==> config.mk <==
export PLATFORM = sky130hd
export DESIGN_NAME = hbrs_sequencer
export DESIGN_NICKNAME = d
export VERILOG_FILES = /design/src/design/hbrs_sequencer.v /design/src/design/hbrs_ms_timer.v
export VERILOG_INCLUDE_DIRS = /design/src /design/src/common
export SDC_FILE = /design/constraint.sdc
export NUM_CORES = 1
export LEC_CHECK = 0
export BUFFER_PORTS_ARGS = -buffer_cell sky130_fd_sc_hd__buf_2
export CAP_MARGIN = 10
export CORE_MARGIN = 10
export CORE_UTILIZATION = 52
export CTS_CLUSTER_SIZE = 16
export DETAILED_ROUTE_END_ITERATION = 8
export GPL_TIMING_DRIVEN = 1
export PLACE_DENSITY_LB_ADDON = 0.2
export SLEW_MARGIN = 20
export SYNTH_ARGS = -nofsm -noshare
export SYNTH_HDL_FRONTEND = slang
export SYNTH_SLANG_ARGS = --single-unit
==> constraint.sdc <==
create_clock -name sys_clk_i -period 4.3 [get_ports sys_clk_i]
set_input_delay 0.43 -clock sys_clk_i [delete_from_list [all_inputs] [get_ports sys_clk_i]]
set_output_delay 0.43 -clock sys_clk_i [all_outputs]
set_load 0.02 [all_outputs]
==> src/common/hbrs_defines.vh <==
// register map, field positions, reset values and timing counts of the brake sequencer
`ifndef HBRS_DEFINES_VH
`define HBRS_DEFINES_VH
`define HBRS_CLK_MHZ 250
`define HBRS_MS_LAST 18'h3d08f
`define HBRS_ADDR_CTRL 8'h00
`define HBRS_ADDR_THRESH 8'h04
`define HBRS_ADDR_TIMEOUT 8'h08
`define HBRS_ADDR_DEENERGIZE 8'h0c
`define HBRS_ADDR_STATUS 8'h10
`define HBRS_ADDR_IRQ_STAT 8'h14
`define HBRS_ADDR_IRQ_EN 8'h18
`define HBRS_ADDR_IRQ_CLR 8'h1c
`define HBRS_CTRL_BK_ASSIGNED 0
`define HBRS_CTRL_RES_EXTERNAL 1
`define HBRS_CTRL_RESET 2'h1
`define HBRS_THRESH_RESET 12'h01e
`define HBRS_THRESH_MAX 12'hbb8
`define HBRS_TIMEOUT_RESET 10'h1f4
`define HBRS_DEENERGIZE_RESET 10'h096
`define HBRS_MS_MIN 10'h001
`define HBRS_MS_MAX 10'h3e8
`define HBRS_STATIC_RPM 12'h014
`define HBRS_ROT_HOLD_MS 10'h032
`define HBRS_IRQ_BRAKE_OFF 0
`define HBRS_IRQ_DEENERGIZED 1
`define HBRS_IRQ_FAULT2 2
`define HBRS_IRQ_REGEN 3
`define HBRS_IRQ_W 4
`endif

==> src/design/hbrs_sequencer.v <==
// holding-brake release sequencer with regen resistor gate and axi4-lite registers
//
// The placing of the registers and register access over AXI4-Lite are this design's own decisions.
`timescale 1ns/1ps
`include "hbrs_defines.vh"
module hbrs_sequencer (
  // clock and reset
  input wire sys_clk_i,
  input wire rst_i,
  // axi4-lite write
  input wire [7:0] s_axi_awaddr,
  input wire s_axi_awvalid,
  output reg s_axi_awready,
  input wire [31:0] s_axi_wdata,
  input wire [3:0] s_axi_wstrb,
  input wire s_axi_wvalid,
  output reg s_axi_wready,
  output reg [1:0] s_axi_bresp,
  output reg s_axi_bvalid,
  input wire s_axi_bready,
  // axi4-lite read
  input wire [7:0] s_axi_araddr,
  input wire s_axi_arvalid,
  output reg s_axi_arready,
  output reg [31:0] s_axi_rdata,
  output reg [1:0] s_axi_rresp,
  output reg s_axi_rvalid,
  input wire s_axi_rready,
  // drive inputs
  input wire servo_enable_i,
  input wire signed [15:0] motor_speed_i,
  input wire fault_class1_i,
  input wire fault_class2_i,
  input wire bus_at_brake_level_i,
  // outputs
  output reg brake_release_output_o,
  output reg motor_energize_o,
  output reg zero_speed_stop_o,
  output reg res_internal_en_o,
  output reg res_external_en_o,
  output reg irq_o
);
  localparam [2:0] ST_OFF = 3'h0;
  localparam [2:0] ST_RUN = 3'h1;
  localparam [2:0] ST_ROT_WAIT = 3'h2;
  localparam [2:0] ST_F2_DECEL = 3'h3;
  localparam [2:0] ST_HOLD = 3'h4;
  localparam [2:0] ST_FAULT = 3'h5;

  function [31:0] hbrs_lane;
    input [31:0] old;
    input [31:0] data;
    input [3:0] strb;
    integer i;
    begin
      for (i = 0; i < 4; i = i + 1) begin
        hbrs_lane[i*8 +: 8] = strb[i] ? data[i*8 +: 8] : old[i*8 +: 8];
      end
    end
  endfunction

  // clamp out-of-range writes instead of letting upper bits wrap
  function [9:0] hbrs_ms_clip;
    input [31:0] v;
    begin
      if (v < {22'h0, `HBRS_MS_MIN})
        hbrs_ms_clip = `HBRS_MS_MIN;
      else if (v > {22'h0, `HBRS_MS_MAX})
        hbrs_ms_clip = `HBRS_MS_MAX;
      else
        hbrs_ms_clip = v[9:0];
    end
  endfunction

  function [11:0] hbrs_rpm_clip;
    input [31:0] v;
    begin
      if (v > {20'h0, `HBRS_THRESH_MAX})
        hbrs_rpm_clip = `HBRS_THRESH_MAX;
      else
        hbrs_rpm_clip = v[11:0];
    end
  endfunction

  // read-back word of the writable registers
  function [31:0] hbrs_cfg_word;
    input [7:0] a;
    input [1:0] c;
    input [11:0] th;
    input [9:0] tmo;
    input [9:0] dly;
    input [`HBRS_IRQ_W-1:0] en;
    begin
      case (a)
        `HBRS_ADDR_CTRL: hbrs_cfg_word = {30'h0, c};
        `HBRS_ADDR_THRESH: hbrs_cfg_word = {20'h0, th};
        `HBRS_ADDR_TIMEOUT: hbrs_cfg_word = {22'h0, tmo};
        `HBRS_ADDR_DEENERGIZE: hbrs_cfg_word = {22'h0, dly};
        `HBRS_ADDR_IRQ_EN: hbrs_cfg_word = {28'h0, en};
        default: hbrs_cfg_word = 32'h0;
      endcase
    end
  endfunction

  // configuration and interrupt status
  reg [1:0] ctrl;
  reg [11:0] release_speed_threshold;
  reg [9:0] rotating_release_timeout;
  reg [9:0] static_deenergize_delay;
  reg [`HBRS_IRQ_W-1:0] irq_stat;
  reg [`HBRS_IRQ_W-1:0] irq_en;

  reg [2:0] state;
  reg [2:0] next_state;
  reg have_aw;
  reg have_w;
  reg [7:0] aw_addr;
  reg [31:0] w_data;
  reg [3:0] w_strb;
  reg tmr_load;
  reg [9:0] tmr_ms;
  reg regen_prev;
  wire tmr_done;
  wire [15:0] speed_abs;
  wire static_motor;
  wire at_threshold;
  wire brake_used;
  wire wr_fire;
  wire [31:0] cur_word;
  wire [31:0] new_word;
  wire [`HBRS_IRQ_W-1:0] irq_evt;
  wire [`HBRS_IRQ_W-1:0] irq_clr;
  wire brake_off_evt;
  wire deenergize_evt;

  assign speed_abs = motor_speed_i[15] ? (~motor_speed_i + 16'h1) : motor_speed_i;
  assign static_motor = speed_abs < {4'h0, `HBRS_STATIC_RPM};
  assign at_threshold = speed_abs <= {4'h0, release_speed_threshold};
  assign brake_used = ctrl[`HBRS_CTRL_BK_ASSIGNED];

  hbrs_ms_timer hbrs_ms_timer_i (
    .sys_clk_i(sys_clk_i),
    .rst_i(rst_i),
    .load_i(tmr_load),
    .ms_i(tmr_ms),
    .done_o(tmr_done)
  );

  // sequencer
  always @* begin
    next_state = state;
    tmr_load = 1'b0;
    tmr_ms = static_deenergize_delay;
    case (state)
      ST_OFF: begin
        if (servo_enable_i && !fault_class1_i && !fault_class2_i)
          next_state = ST_RUN;
      end
      ST_RUN: begin
        if (fault_class2_i) begin
          next_state = ST_F2_DECEL;
        end else if (!servo_enable_i || fault_class1_i) begin
          if (!brake_used) begin
            next_state = ST_OFF;
          end else if (static_motor) begin
            next_state = ST_HOLD;
            tmr_load = 1'b1;
          end else begin
            next_state = ST_ROT_WAIT;
            tmr_load = 1'b1;
            tmr_ms = rotating_release_timeout;
          end
        end
      end
      ST_ROT_WAIT: begin
        if (fault_class2_i) begin
          next_state = ST_F2_DECEL;
        end else if (at_threshold || tmr_done) begin
          next_state = ST_HOLD;
          tmr_load = 1'b1;
          tmr_ms = `HBRS_ROT_HOLD_MS;
        end
      end
      ST_F2_DECEL: begin
        if (!brake_used) begin
          next_state = ST_FAULT;
        end else if (static_motor) begin
          next_state = ST_HOLD;
          tmr_load = 1'b1;
        end
      end
      ST_HOLD: begin
        if (tmr_done)
          next_state = fault_class2_i ? ST_FAULT : ST_OFF;
      end
      ST_FAULT: begin
        if (!fault_class2_i)
          next_state = ST_OFF;
      end
      default: next_state = ST_OFF;
    endcase
  end

  assign brake_off_evt = brake_release_output_o && (next_state == ST_HOLD || next_state == ST_OFF
                         || next_state == ST_FAULT);
  assign deenergize_evt = (state == ST_HOLD) && tmr_done;

  always @(posedge sys_clk_i) begin
    if (rst_i) begin
      state <= ST_OFF;
      brake_release_output_o <= 1'b0;
      motor_energize_o <= 1'b0;
      zero_speed_stop_o <= 1'b0;
      res_internal_en_o <= 1'b0;
      res_external_en_o <= 1'b0;
      regen_prev <= 1'b0;
    end else begin
      state <= next_state;
      brake_release_output_o <= brake_used && (next_state == ST_RUN || next_state == ST_ROT_WAIT
                                || next_state == ST_F2_DECEL);
      motor_energize_o <= (next_state != ST_OFF) && (next_state != ST_FAULT);
      zero_speed_stop_o <= next_state == ST_ROT_WAIT || next_state == ST_F2_DECEL;
      regen_prev <= bus_at_brake_level_i;
      res_internal_en_o <= bus_at_brake_level_i && !ctrl[`HBRS_CTRL_RES_EXTERNAL];
      res_external_en_o <= bus_at_brake_level_i && ctrl[`HBRS_CTRL_RES_EXTERNAL];
    end
  end

  // interrupt status: set wins over clear
  assign irq_evt[`HBRS_IRQ_BRAKE_OFF] = brake_off_evt;
  assign irq_evt[`HBRS_IRQ_DEENERGIZED] = deenergize_evt;
  assign irq_evt[`HBRS_IRQ_FAULT2] = fault_class2_i && state != ST_F2_DECEL && next_state == ST_F2_DECEL;
  assign irq_evt[`HBRS_IRQ_REGEN] = bus_at_brake_level_i && !regen_prev;
  assign irq_clr = (wr_fire && aw_addr == `HBRS_ADDR_IRQ_CLR) ? w_data[`HBRS_IRQ_W-1:0] : {`HBRS_IRQ_W{1'b0}};

  always @(posedge sys_clk_i) begin
    if (rst_i) begin
      irq_stat <= {`HBRS_IRQ_W{1'b0}};
      irq_o <= 1'b0;
    end else begin
      irq_stat <= (irq_stat & ~irq_clr) | irq_evt;
      irq_o <= |(((irq_stat & ~irq_clr) | irq_evt) & irq_en);
    end
  end

  // axi4-lite write path
  assign wr_fire = have_aw && have_w && !s_axi_bvalid;
  assign cur_word = hbrs_cfg_word(aw_addr, ctrl, release_speed_threshold, rotating_release_timeout,
                                  static_deenergize_delay, irq_en);
  assign new_word = hbrs_lane(cur_word, w_data, w_strb);

  always @(posedge sys_clk_i) begin
    if (rst_i) begin
      have_aw <= 1'b0;
      have_w <= 1'b0;
      aw_addr <= 8'h0;
      w_data <= 32'h0;
      w_strb <= 4'h0;
      s_axi_awready <= 1'b0;
      s_axi_wready <= 1'b0;
      s_axi_bvalid <= 1'b0;
      s_axi_bresp <= 2'h0;
      ctrl <= `HBRS_CTRL_RESET;
      release_speed_threshold <= `HBRS_THRESH_RESET;
      rotating_release_timeout <= `HBRS_TIMEOUT_RESET;
      static_deenergize_delay <= `HBRS_DEENERGIZE_RESET;
      irq_en <= {`HBRS_IRQ_W{1'b0}};
    end else begin
      s_axi_awready <= !have_aw && !s_axi_awready && s_axi_awvalid;
      s_axi_wready <= !have_w && !s_axi_wready && s_axi_wvalid;
      if (s_axi_awvalid && s_axi_awready) begin
        have_aw <= 1'b1;
        aw_addr <= {s_axi_awaddr[7:2], 2'b00};
      end
      if (s_axi_wvalid && s_axi_wready) begin
        have_w <= 1'b1;
        w_data <= s_axi_wdata;
        w_strb <= s_axi_wstrb;
      end
      if (wr_fire) begin
        have_aw <= 1'b0;
        have_w <= 1'b0;
        s_axi_bvalid <= 1'b1;
        s_axi_bresp <= 2'h0;
        case (aw_addr)
          `HBRS_ADDR_CTRL: ctrl <= new_word[1:0];
          `HBRS_ADDR_THRESH: release_speed_threshold <= hbrs_rpm_clip(new_word);
          `HBRS_ADDR_TIMEOUT: rotating_release_timeout <= hbrs_ms_clip(new_word);
          `HBRS_ADDR_DEENERGIZE: static_deenergize_delay <= hbrs_ms_clip(new_word);
          `HBRS_ADDR_IRQ_EN: irq_en <= new_word[`HBRS_IRQ_W-1:0];
          `HBRS_ADDR_IRQ_CLR: ;
          default: s_axi_bresp <= 2'h2;
        endcase
      end else if (s_axi_bvalid && s_axi_bready) begin
        s_axi_bvalid <= 1'b0;
      end
    end
  end

  // axi4-lite read path
  always @(posedge sys_clk_i) begin
    if (rst_i) begin
      s_axi_arready <= 1'b0;
      s_axi_rvalid <= 1'b0;
      s_axi_rdata <= 32'h0;
      s_axi_rresp <= 2'h0;
    end else begin
      s_axi_arready <= !s_axi_rvalid && !s_axi_arready && s_axi_arvalid;
      if (s_axi_arvalid && s_axi_arready) begin
        s_axi_rvalid <= 1'b1;
        s_axi_rresp <= 2'h0;
        case ({s_axi_araddr[7:2], 2'b00})
          `HBRS_ADDR_CTRL, `HBRS_ADDR_THRESH, `HBRS_ADDR_TIMEOUT, `HBRS_ADDR_DEENERGIZE, `HBRS_ADDR_IRQ_EN:
            s_axi_rdata <= hbrs_cfg_word({s_axi_araddr[7:2], 2'b00}, ctrl, release_speed_threshold,
                                         rotating_release_timeout, static_deenergize_delay, irq_en);
          `HBRS_ADDR_STATUS: s_axi_rdata <= {24'h0, 1'b0, state, res_external_en_o, res_internal_en_o,
                                             motor_energize_o, brake_release_output_o};
          `HBRS_ADDR_IRQ_STAT: s_axi_rdata <= {28'h0, irq_stat};
          `HBRS_ADDR_IRQ_CLR: s_axi_rdata <= 32'h0;
          default: begin
            s_axi_rdata <= 32'h0;
            s_axi_rresp <= 2'h2;
          end
        endcase
      end else if (s_axi_rvalid && s_axi_rready) begin
        s_axi_rvalid <= 1'b0;
      end
    end
  end
endmodule // hbrs_sequencer

==> src/design/hbrs_ms_timer.v <==
// millisecond tick and down-counting delay timer
`timescale 1ns/1ps
`include "hbrs_defines.vh"
module hbrs_ms_timer (
  // clock and reset
  input wire sys_clk_i,
  input wire rst_i,
  // control
  input wire load_i,
  input wire [9:0] ms_i,
  // status
  output reg done_o
);
  localparam [17:0] MS_LAST = `HBRS_MS_LAST;
  reg [17:0] prescale;
  reg [9:0] remain;
  reg running;
  always @(posedge sys_clk_i) begin
    if (rst_i) begin
      prescale <= 18'h0;
      remain <= 10'h0;
      running <= 1'b0;
      done_o <= 1'b0;
    end else if (load_i) begin
      prescale <= 18'h0;
      remain <= ms_i;
      running <= 1'b1;
      done_o <= 1'b0;
    end else if (running) begin
      if (prescale == MS_LAST) begin
        prescale <= 18'h0;
        if (remain <= 10'h1) begin
          running <= 1'b0;
          done_o <= 1'b1;
        end else begin
          remain <= remain - 10'h1;
        end
      end else begin
        prescale <= prescale + 18'h1;
      end
    end
  end
endmodule // hbrs_ms_timer

==> results of run 1 <==
## worst min-delay path by stage
stage / cells after the start / end / start / slack [ns]
floorplan: 1 / s_axi_awready / have_aw / 0.42
global placement: 1 / s_axi_awready / have_aw / 0.43
detailed placement: 1 / s_axi_awready / have_aw / 0.43
CTS: 3 / w_data[22] / s_axi_wdata[22] / 0.23
global route: 3 / w_data[30] / s_axi_wdata[30] / 0.23
finish: 3 / w_data[15] / s_axi_wdata[15] / 0.24
## layout make-up
| class | count | area (sq um) | area share [%] |
|---|---|---|---|
| Tap cell | 188 | 235 | 2.59 |
| Clock buffer | 17 | 425 | 4.69 |
| Inverter | 33 | 124 | 1.36 |
| Timing Repair Buffer | 113 | 616 | 6.78 |
| Sequential cell | 145 | 2900 | 32.0 |
| Multi-Input combinational cell | 758 | 4620 | 50.9 |
| Clock inverter | 15 | 156 | 1.72 |
## synth_stat cells, drive strengths merged, types with 7 or more instances
cell type | count | area (sq um)
and2 | 13 | 81.3
xor2 | 14 | 123
inv | 33 | 124
nand2b | 9 | 56.3
o21ai | 30 | 150
clkbuf | 51 | 191
nand2 | 133 | 499
a32oi | 7 | 61.3
xnor2 | 20 | 175
a211oi | 15 | 143
nor3 | 22 | 110
nor2 | 99 | 374
nand3 | 55 | 275
nor4b | 9 | 91.3
nor2b | 7 | 43.8
mux2 | 9 | 101
a21oi | 75 | 375
a31oi | 13 | 81.3
ha | 16 | 200
dfxtp | 145 | 2900
nor4 | 9 | 62.6
a22oi | 19 | 143
o31ai | 9 | 81.3
buf | 32 | 219
and3 | 12 | 75.1
nand4 | 16 | 100
mux2i | 11 | 110
## kinds of logic (layout without fill, tap and decap cells)
| kind of cell | after synthesis | in the layout |
|---|---|---|
| and+or+nand+nor | 418 | 418 |
| other | 1 | 22 |
| DFF | 145 | 145 |
| buffers and inverters | 116 | 178 |
| muxes | 20 | 20 |
| xor gates and xnor gates | 34 | 34 |
| adders and majority gates | 16 | 16 |
| AOI/OAI and AO/OA | 248 | 248 |
## placed cells by master, fill, tap and decap left out, types with 11 or more instances in the layout
master	Yosys	layout
dfxtp_1	145	145
conb_1	1	22
a22oi_1	19	19
o21ai_0	27	27
xor2_1	14	14
buf_2	1	98
inv_1	33	33
a31oi_1	13	13
xnor2_1	20	20
clkbuf_16	0	17
and3_1	12	12
nand4_1	16	16
nor3_1	22	22
nor2_1	98	98
buf_4	22	14
mux2i_1	11	11
nand2_1	133	132
and2_1	12	12
nand3_1	55	55
a21oi_1	75	75
ha_1	16	16
## state kept, by name (all words and copies together), names as in the netlist, 6 cells and up
name,count
static_deenergize_delay,10
w_data,32
hbrs_ms_timer_i.prescale,18
s_axi_rdata,12
release_speed_threshold,12
hbrs_ms_timer_i.remain,10
aw_addr,6
rotating_release_timeout,10
## metal layers
layer	share of wire [%]	track usage (%)	vias to the layer above
met5	0	0	-
met4	1.7	6.34	0
met3	7.9	5.08	31
met2	47	34.1	290
met1	44	28.1	3487
li1	-	-	3729
## worst max-delay path, cell delays in order
cell,delay (ns)
buf_2,0.13
inv_1,0.08
ha_1,0.17
or4b_1,0.53
o31ai_1,0.33
xnor2_1,0.16
ha_1,0.32
nand4_1,0.13
o311a_1,0.40
a2111oi_0,0.42
buf_4,0.22
a21oi_1,0.12
nand2_1,0.33
a211oi_2,0.12
## where the power goes
group / internal, mW / switching (mW)
clock network: 0.777 / 0.653
registers: 1.38 / 0.0388
logic: 0.157 / 0.259
## per-stage QoR
| stage | instances | setup WS [ns] | cell area, sq um | power (mW) | util, % |
|---|---|---|---|---|---|
| after floorplan | 1019 | 0.105 | 8050 | 1.75 | - |
| after global placement | 1237 | 0.304 | 8490 | 1.85 | 56.3 |
| after detailed placement | 1237 | 0.291 | 8490 | 1.86 | 56.3 |
| after CTS | 1269 | 0.679 | 9070 | 3.28 | 60.1 |
| after global routing | 1269 | 0.366 | 9080 | 3.40 | 60.2 |
| final | 1269 | 0.669 | 9080 | 3.27 | 60.2 |
==> out/metrics.yaml, run 1 <==
outcome: "complete, no violations"
rsz0062_at_grt: "no"
tns_ns: 0
ff2ff_path_depth: 10
drcViolationCount: 0
cts-root-buf: "clkbuf_16"
path_clk_slew_ns: 0.07
cts_tree: "built"
synthCells: 998
peakVddDrop_v: 0.000321
synthMuxAreaShare_pct: 2.65
critPathCaptureType: "register"
yosys_most_used_dff: "dfxtp_1"
die_h_microns: 144
synth-simple-area-share_pct: 25.8
wl_per_cell_microns: 17.7
r2r-end: "hbrs_ms_timer_i.remain[3]"
n_antenna_cell: 0
row_count: 45
drive_gt1_share_pct: 16.8
clkLatencyLatePin_ns: 0.42
hold_class: "input pin to register"
drt_iter0_drc: 748
track_usage_pct: 21.4
htree_levels: 4
synth-compound-area-share_pct: 22.1
cts_setup_buffers: 0
crit_start: "motor_speed_i[0]"
antenna_found_initial: 0
synth-xor-area-share_pct: 3.74
fin_skew_ns: 0.0136
synth_top_family_by_area: "simple AND/OR/NAND/NOR gates"
reg2reg_setup_slack_ns: 1.43
viasPerCell: 5.94
via_count: 7537
area_growth_pct: 13.9
drv_slew: 0
grt_pass1_wl_mm: 36.0
setup_viol: 0
syn_area_per_cell_sq_um: 7.98
max-cap-violations: 0
hold_ws_ns: 0.239
critical_path_class: "input pin to register"
finalCritPeriodShare_pct: 84.4
grt_max_degree: 100
die-area_sq_mm: 0.0207
place.gp.congestion: 0.934
yosysWarningCount: 0
drt_wl_total_mm: 22.4
hold_viol: 0
finalCriticalPeriod_ns: 3.63
final_antenna_net_count: 0
yosysUniqueCellTypes: 83
grt_overflow: 0
fillers: 1390
r2r_start: "release_speed_threshold[6]"
crit_required_ns: 4.58
clock_path_buffers: 2
ios: 126
slew_headroom_pct: 28.4
synth_edf_count: 0
worst_pin_slew_ns: 1.07
arrival_ns: 3.91
hold_buffers: 0
hpwl_mm: 16.2
first_pass_iters: 9
core_sq_mm: 0.0151
cp_max_fo: 7
power.leakage_nw: 3.54
start_util_pct: 52.8
grt_pass1_vias: 7082
timing.fmax_mhz: 275
postCtsResizedCells: 0
die_w_microns: 144
startpoint_type: "input pin"
io_buffers: 99
synthArstFlopShare_pct: 0
synth_area_sq_mm: 0.00797
final_nets: 1163
crit_end: "hbrs_ms_timer_i.remain[3]"
synthAdderAreaFrac_pct: 2.51
numCtsBuffers: 17
clkSinkCount: 145
ys_ff_latch: 145
yosysSeqAreaShare_pct: 36.4
power_density_mw_per_mm2: 360
No activity file was read; power rests on OpenSTA's default activity.
==> run 2, diff against run 1 <==
--- a/config.mk
+++ b/config.mk
@@ -9,7 +9,7 @@
 export BUFFER_PORTS_ARGS = -buffer_cell sky130_fd_sc_hd__buf_2
 export CAP_MARGIN = 10
 export CORE_MARGIN = 10
-export CORE_UTILIZATION = 52
+export CORE_UTILIZATION = 57
 export CTS_CLUSTER_SIZE = 16
 export DETAILED_ROUTE_END_ITERATION = 8
 export GPL_TIMING_DRIVEN = 1
==> constraint.sdc (replaced) <==
create_clock -name sys_clk_i -period 3.5 [get_ports sys_clk_i]
set_input_delay 0.35 -clock sys_clk_i [delete_from_list [all_inputs] [get_ports sys_clk_i]]
set_output_delay 0.35 -clock sys_clk_i [all_outputs]
set_load 0.02 [all_outputs]
==> run 2 against run 1 <==
Sequential share of layout area shrank 0.79 points. Combinational power up 32%. Flip-flop and latch count stayed put. Non-clock buffer count is 26 higher. Routed wire length down 0.87%. Cell area increased by 2.5%. Largest cell class unchanged.
==> out/metrics.yaml, run 2 (same netlist as run 1, synthesis figures left out) <==
drt_wl_total_mm: 22.2  # -0.87%
cts_tree: "built"
finalCriticalPeriod_ns: 3.31
start_util_pct: 57.8  # +5.0 points
drv_slew: 0  # unchanged
clkLatencyLatePin_ns: 0.43  # about the same
critPathTopFamily: "compound AO/OA/AOI/OAI gates"
cp.buffers_inverters: 3  # unchanged
outcome: "complete, no violations"
n_antenna_cell: 0  # unchanged
hold_buffers: 0  # unchanged
area_growth_pct: 16.8
power.leakage_nw: 3.65  # +3.3%
fillers: 1222  # -12%
drcViolationCount: 0  # unchanged
peakVddDrop_v: 0.000382  # +19%
row_count: 43  # -4.4%
clock_path_buffers: 2  # unchanged
crit_required_ns: 3.84  # -0.74 ns
routed.top_layer: "met4"
die-area_sq_mm: 0.0191  # -7.6%
power_density_mw_per_mm2: 428  # +19%
fin_skew_ns: 0.00727  # -0.00632 ns
cp_max_fo: 5  # -2
hold_class: "input pin to register"
drt_iter0_drc: 738  # -1.3%
path_cells: "buf_2 -> inv_1 -> ha_1 -> or4b_4 -> o21ai_2 -> xnor2_1 -> ha_1 -> and4_1 -> nand3_1 -> o311a_1 -> a2111o_1 -> o21ai_2 -> buf_4 -> nor3_1 -> a211oi_2"
final_nets: 1189  # +2.2%
htree_levels: 4  # unchanged
antenna_found_initial: 0  # unchanged
critical_path_class: "input pin to register"
max-cap-violations: 0  # unchanged
path_clk_slew_ns: 0.06  # about the same
viasPerCell: 5.96  # +0.38%
grt_max_degree: 96  # -4.0%
slowest_stage: "or4b_4"
wl_per_cell_microns: 17.3  # -2.2%
dr_wl_met3_mm: 1.69  # -4.6%
grt_pass1_wl_mm: 36.6  # +1.8%
numCtsBuffers: 17  # unchanged
grt_overflow: 0  # unchanged
layout_commonest_cell: "dfxtp_1"
cts_setup_buffers: 0  # unchanged
track_usage_pct: 22.5  # +1.1 points
finalCritPeriodShare_pct: 94.5
timing.fmax_mhz: 302
worst_pin_slew_ns: 0.970  # -0.104 ns
arrival_ns: 3.65  # -0.26 ns
hpwl_mm: 16.3  # +0.82%
reg2reg_setup_slack_ns: 0.67  # -0.76 ns
place.gp.congestion: 0.970  # +3.9%
die_h_microns: 138  # -3.9%
via_count: 7667  # +1.7%
final_cell_mix: "dfxtp_1, nand2_1, nor2_1, buf_2, a21oi_1"
clkSinkCount: 145  # unchanged
die_w_microns: 138  # -3.9%
hold_viol: 0  # unchanged
wl_met2_mm: 10.4  # -0.71%
wirelength_met1_mm: 9.64  # -1.8%
setup_viol: 0  # unchanged
final_antenna_net_count: 0  # unchanged
largest_reg_flops: 32  # unchanged
postCtsResizedCells: 0  # unchanged
slew_headroom_pct: 35.3  # +6.9 points
first_pass_iters: 5  # -4
cts-root-buf: "clkbuf_16"
max_stage_delay_ns: 0.51  # -0.02 ns
ios: 126  # unchanged
reg_top3: "w_data: 32 flops, hbrs_ms_timer_i.prescale: 18 flops"
tns_ns: 0  # unchanged
grt_pass1_vias: 7268  # +2.6%
io_buffers: 99  # unchanged
drive_gt1_share_pct: 19.6  # +2.8 points
regMostFlops: "w_data"
core_sq_mm: 0.0138  # -8.7%
critPathCaptureType: "register"
rsz0062_at_grt: "no"
finish.utilization_pct: 67.6  # +7.4 points
startpoint_type: "input pin"
-- run 2: cell type report --
cell class	count	area (sq um)	area share, %
sequential	145	2900	31.2
tap	180	225	2.42
multi-input combinational	758	4680	50.2
clock buffer	21	480	5.16
clock inverter	10	76.3	0.820
timing repair buffer	139	823	8.85
inverter	33	124	1.33
-- run 2: report_power, final --
group / switching [mW] / total, mW / leakage, nW / internal [mW]
clock network: 0.707 / 1.69 / 0.268 / 0.982
registers: 0.0475 / 1.75 / 1.17 / 1.70
logic: 0.330 / 0.551 / 2.21 / 0.221
-- run 2: path summary, 6_finish.rpt --
path                              start                         to  cells past startpoint
max reg2reg  release_speed_threshold[6]  hbrs_ms_timer_i.remain[0]                     10
max                    motor_speed_i[0]  hbrs_ms_timer_i.remain[0]                     15
min                     s_axi_wdata[17]                 w_data[17]                      3
min reg2reg             s_axi_rdata[11]            s_axi_rdata[11]                      2
-- run 2: per-layer routing --
| layer | vias up | global-route usage, % |
|---|---|---|
| met5 | - | 0 |
| met4 | 0 | 8.32 |
| met3 | 45 | 4.97 |
| met2 | 316 | 36.1 |
| met1 | 3531 | 29.0 |
| li1 | 3775 | - |
-- run 2: stage by stage --
| step | worst slack (ns) | cell area [sq um] | hold slack (ns) | power, mW | instances |
|---|---|---|---|---|---|
| 2_1_floorplan | -0.0801 | 8100 | 0.416 | 2.16 | 1019 |
| 3_3_place_gp | -0.222 | 8730 | 0.430 | 2.32 | 1255 |
| 3_5_place_dp | -0.245 | 8730 | 0.431 | 2.32 | 1255 |
| 4_1_cts | 0.192 | 9290 | 0.150 | 4.00 | 1286 |
| 5_1_grt | 0.0247 | 9310 | 0.157 | 4.14 | 1286 |
| 6_report | 0.191 | 9310 | 0.156 | 3.99 | 1286 |
-- run 2: tightest hold or removal path: cells and delay by family --
kind                   cells  cell delay, ns
buffers and inverters      1            0.09
AOI/OAI and AO/OA          1            0.05
and+or+nand+nor            1            0.04
==> run 3, diff against run 2 <==
--- a/config.mk
+++ b/config.mk
@@ -6,10 +6,13 @@
 export SDC_FILE = /design/constraint.sdc
 export NUM_CORES = 1
 export LEC_CHECK = 0
+export ABC_CLOCK_PERIOD_IN_PS = 3820
 export BUFFER_PORTS_ARGS = -buffer_cell sky130_fd_sc_hd__buf_2
 export CAP_MARGIN = 10
+export CELL_PAD_IN_SITES_DETAIL_PLACEMENT = 0
+export CELL_PAD_IN_SITES_GLOBAL_PLACEMENT = 1
 export CORE_MARGIN = 10
-export CORE_UTILIZATION = 57
+export CORE_UTILIZATION = 46
 export CTS_CLUSTER_SIZE = 16
 export DETAILED_ROUTE_END_ITERATION = 8
 export GPL_TIMING_DRIVEN = 1
==> constraint.sdc (replaced) <==
create_clock -name sys_clk_i -period 3.82 [get_ports sys_clk_i]
set_input_delay 0.382 -clock sys_clk_i [delete_from_list [all_inputs] [get_ports sys_clk_i]]
set_output_delay 0.382 -clock sys_clk_i [all_outputs]
set_load 0.02 [all_outputs]
==> run 3 against run 2 <==
Hold slack improved by 0.039 ns. First-iteration DRC count fell by 25%. Cell area fell by 0.62%. Sequential power fell by 9%. Global-route usage fell by 2.8 points. Setup slack improved by 0.16 ns. Cell count rose by 2.6%. Utilization fell by 14 points. Sequential share of layout area rose by 0.19 points.
==> out/metrics.yaml, run 3 (same netlist as run 1, synthesis figures left out) <==
outcome: "complete, no violations"
grt_pass1_vias: 7137  # -1.8%
startpoint_type: "input pin"
postCtsResizedCells: 0  # unchanged
hold_viol: 0  # unchanged
final_nets: 1177  # -1.0%
max-cap-violations: 0  # unchanged
hpwl_mm: 17.2  # +5.5%
clock_path_buffers: 2  # unchanged
fillers: 1699  # +39%
rsz0062_at_grt: "no"
track_usage_pct: 19.7  # -2.8 points
drv_slew: 0  # unchanged
die-area_sq_mm: 0.0230  # +20%
regMostFlops: "w_data"
finalCritPeriodShare_pct: 90.9
path_clk_slew_ns: 0.06  # about the same
critical_path_class: "input pin to register"
n_antenna_cell: 0  # unchanged
area_growth_pct: 16.1
crit_required_ns: 4.16  # +0.32 ns
cp_max_fo: 6  # +1
finalCriticalPeriod_ns: 3.47
clkSinkCount: 145  # unchanged
largest_reg_flops: 32  # unchanged
ios: 126  # unchanged
hold_class: "input pin to register"
io_buffers: 99  # unchanged
power_density_mw_per_mm2: 405  # -5.5%
die_h_microns: 152  # +9.7%
final_area_sq_mm: 0.00925  # -0.62%
hold_depth: 3  # unchanged
final_antenna_net_count: 0  # unchanged
multi_input_area_sq_mm: 0.00462  # -1.2%
critPathCaptureType: "register"
final_cell_mix: "dfxtp_1, nand2_1, nor2_1, buf_2, a21oi_1"
fin_skew_ns: 0.00891  # +0.00165 ns
grt_pass1_wl_mm: 36.5  # -0.34%
first_pass_iters: 5  # unchanged
arrival_ns: 3.81  # +0.16 ns
setup_viol: 0  # unchanged
peakVddDrop_v: 0.000296  # -23%
start_util_pct: 46.5  # -11 points
cts_setup_buffers: 0  # unchanged
drt_wl_total_mm: 23.1  # +4.0%
row_count: 48  # +12%
htree_levels: 4  # unchanged
viasPerCell: 5.69  # -4.6%
core_sq_mm: 0.0171  # +24%
numCtsBuffers: 17  # unchanged
grt_max_degree: 78  # -19%
seqCellArea_sq_mm: 0.00290  # unchanged
grt_overflow: 0  # unchanged
layout_commonest_cell: "dfxtp_1"
die_w_microns: 152  # +9.7%
via_count: 7505  # -2.1%
drcViolationCount: 0  # unchanged
timing.fmax_mhz: 288
reg_top3: "w_data: 32 flops, hbrs_ms_timer_i.prescale: 18 flops"
slowest_stage: "or4_4"
dpl-instance-area_sq_mm: 0.00866  # -0.85%
wl_per_cell_microns: 17.5  # +1.3%
ff2ff_path_depth: 7  # -3
antenna_found_initial: 0  # unchanged
slew_headroom_pct: 42.5  # +7.1 points
final_cells: 1320  # +2.6%
hold_buffers: 0  # unchanged
drive_gt1_share_pct: 17.9  # -1.7 points
power.leakage_nw: 3.61  # -1.1%
clkLatencyLatePin_ns: 0.42  # about the same
cts-root-buf: "clkbuf_16"
drt_iter0_drc: 556  # -25%
path_cells: "buf_2 -> or4_4 -> o41ai_2 -> xnor2_1 -> ha_1 -> a21oi_1 -> o21ai_0 -> nand4b_1 -> a2111o_1 -> o221ai_1 -> buf_4 -> o211ai_1 -> a31oi_1"
p_total_mw: 3.74  # -6.1%
dp.cells: 1288  # +2.6%
max_stage_delay_ns: 0.58  # +0.07 ns
place.gp.congestion: 0.895  # -7.7%
worst_pin_slew_ns: 0.863  # -0.107 ns
cts_tree: "built"
## run 3: area by class of cell
type | instances | area share, %
clock buffer | 19 | 4.90
clock inverter | 13 | 1.50
inverter | 33 | 1.34
multi-input combinational | 758 | 50.0
sequential | 145 | 31.4
tap | 225 | 3.04
timing repair buffer | 127 | 7.87
## run 3: metal layers
layer	GRT usage [%]	part of all wire, %	vias to the layer above
met5	0	0	-
met4	5.34	1.3	0
met3	4.84	7.2	23
met2	31.1	46	224
met1	26.2	45	3498
li1	-	-	3760
## run 3: worst paths after layout
check             slack (ns)                   endpoint                         start
setup / recovery        0.35           motor_energize_o              motor_speed_i[1]
hold / removal          0.19                 w_data[30]               s_axi_wdata[30]
setup reg to reg        0.93  hbrs_ms_timer_i.remain[6]  hbrs_ms_timer_i.prescale[10]
hold reg to reg         0.44              s_axi_awready                       have_aw
## run 3: report_power, final
group	switching, mW	internal, mW	total [mW]
Clock	0.699	0.958	1.66
Sequential	0.0440	1.56	1.60
Combinational	0.295	0.191	0.486
Total	1.04	2.71	3.74
## run 3: through the flow
stage	setup WS (ns)	setup TNS, ns	util (%)	hold WS [ns]
floorplan	0.0571	0	-	0.416
global placement	0.0364	0	50.5	0.424
detailed placement	-0.0401	-0.0890	50.6	0.427
CTS	0.385	0	54.0	0.183
global route	0.119	0	54.0	0.183
finish	0.346	0	54.0	0.195
## run 3: worst max-delay path, delay by kind of cell
kind                     cells  cell delay [ns]
XOR/XNOR                     1             0.24
adder cells (fa/ha/maj)      1             0.33
AND/OR/NAND/NOR              2             0.84
AO/OA/AOI/OAI                7             1.70
buffers and inverters        2             0.32
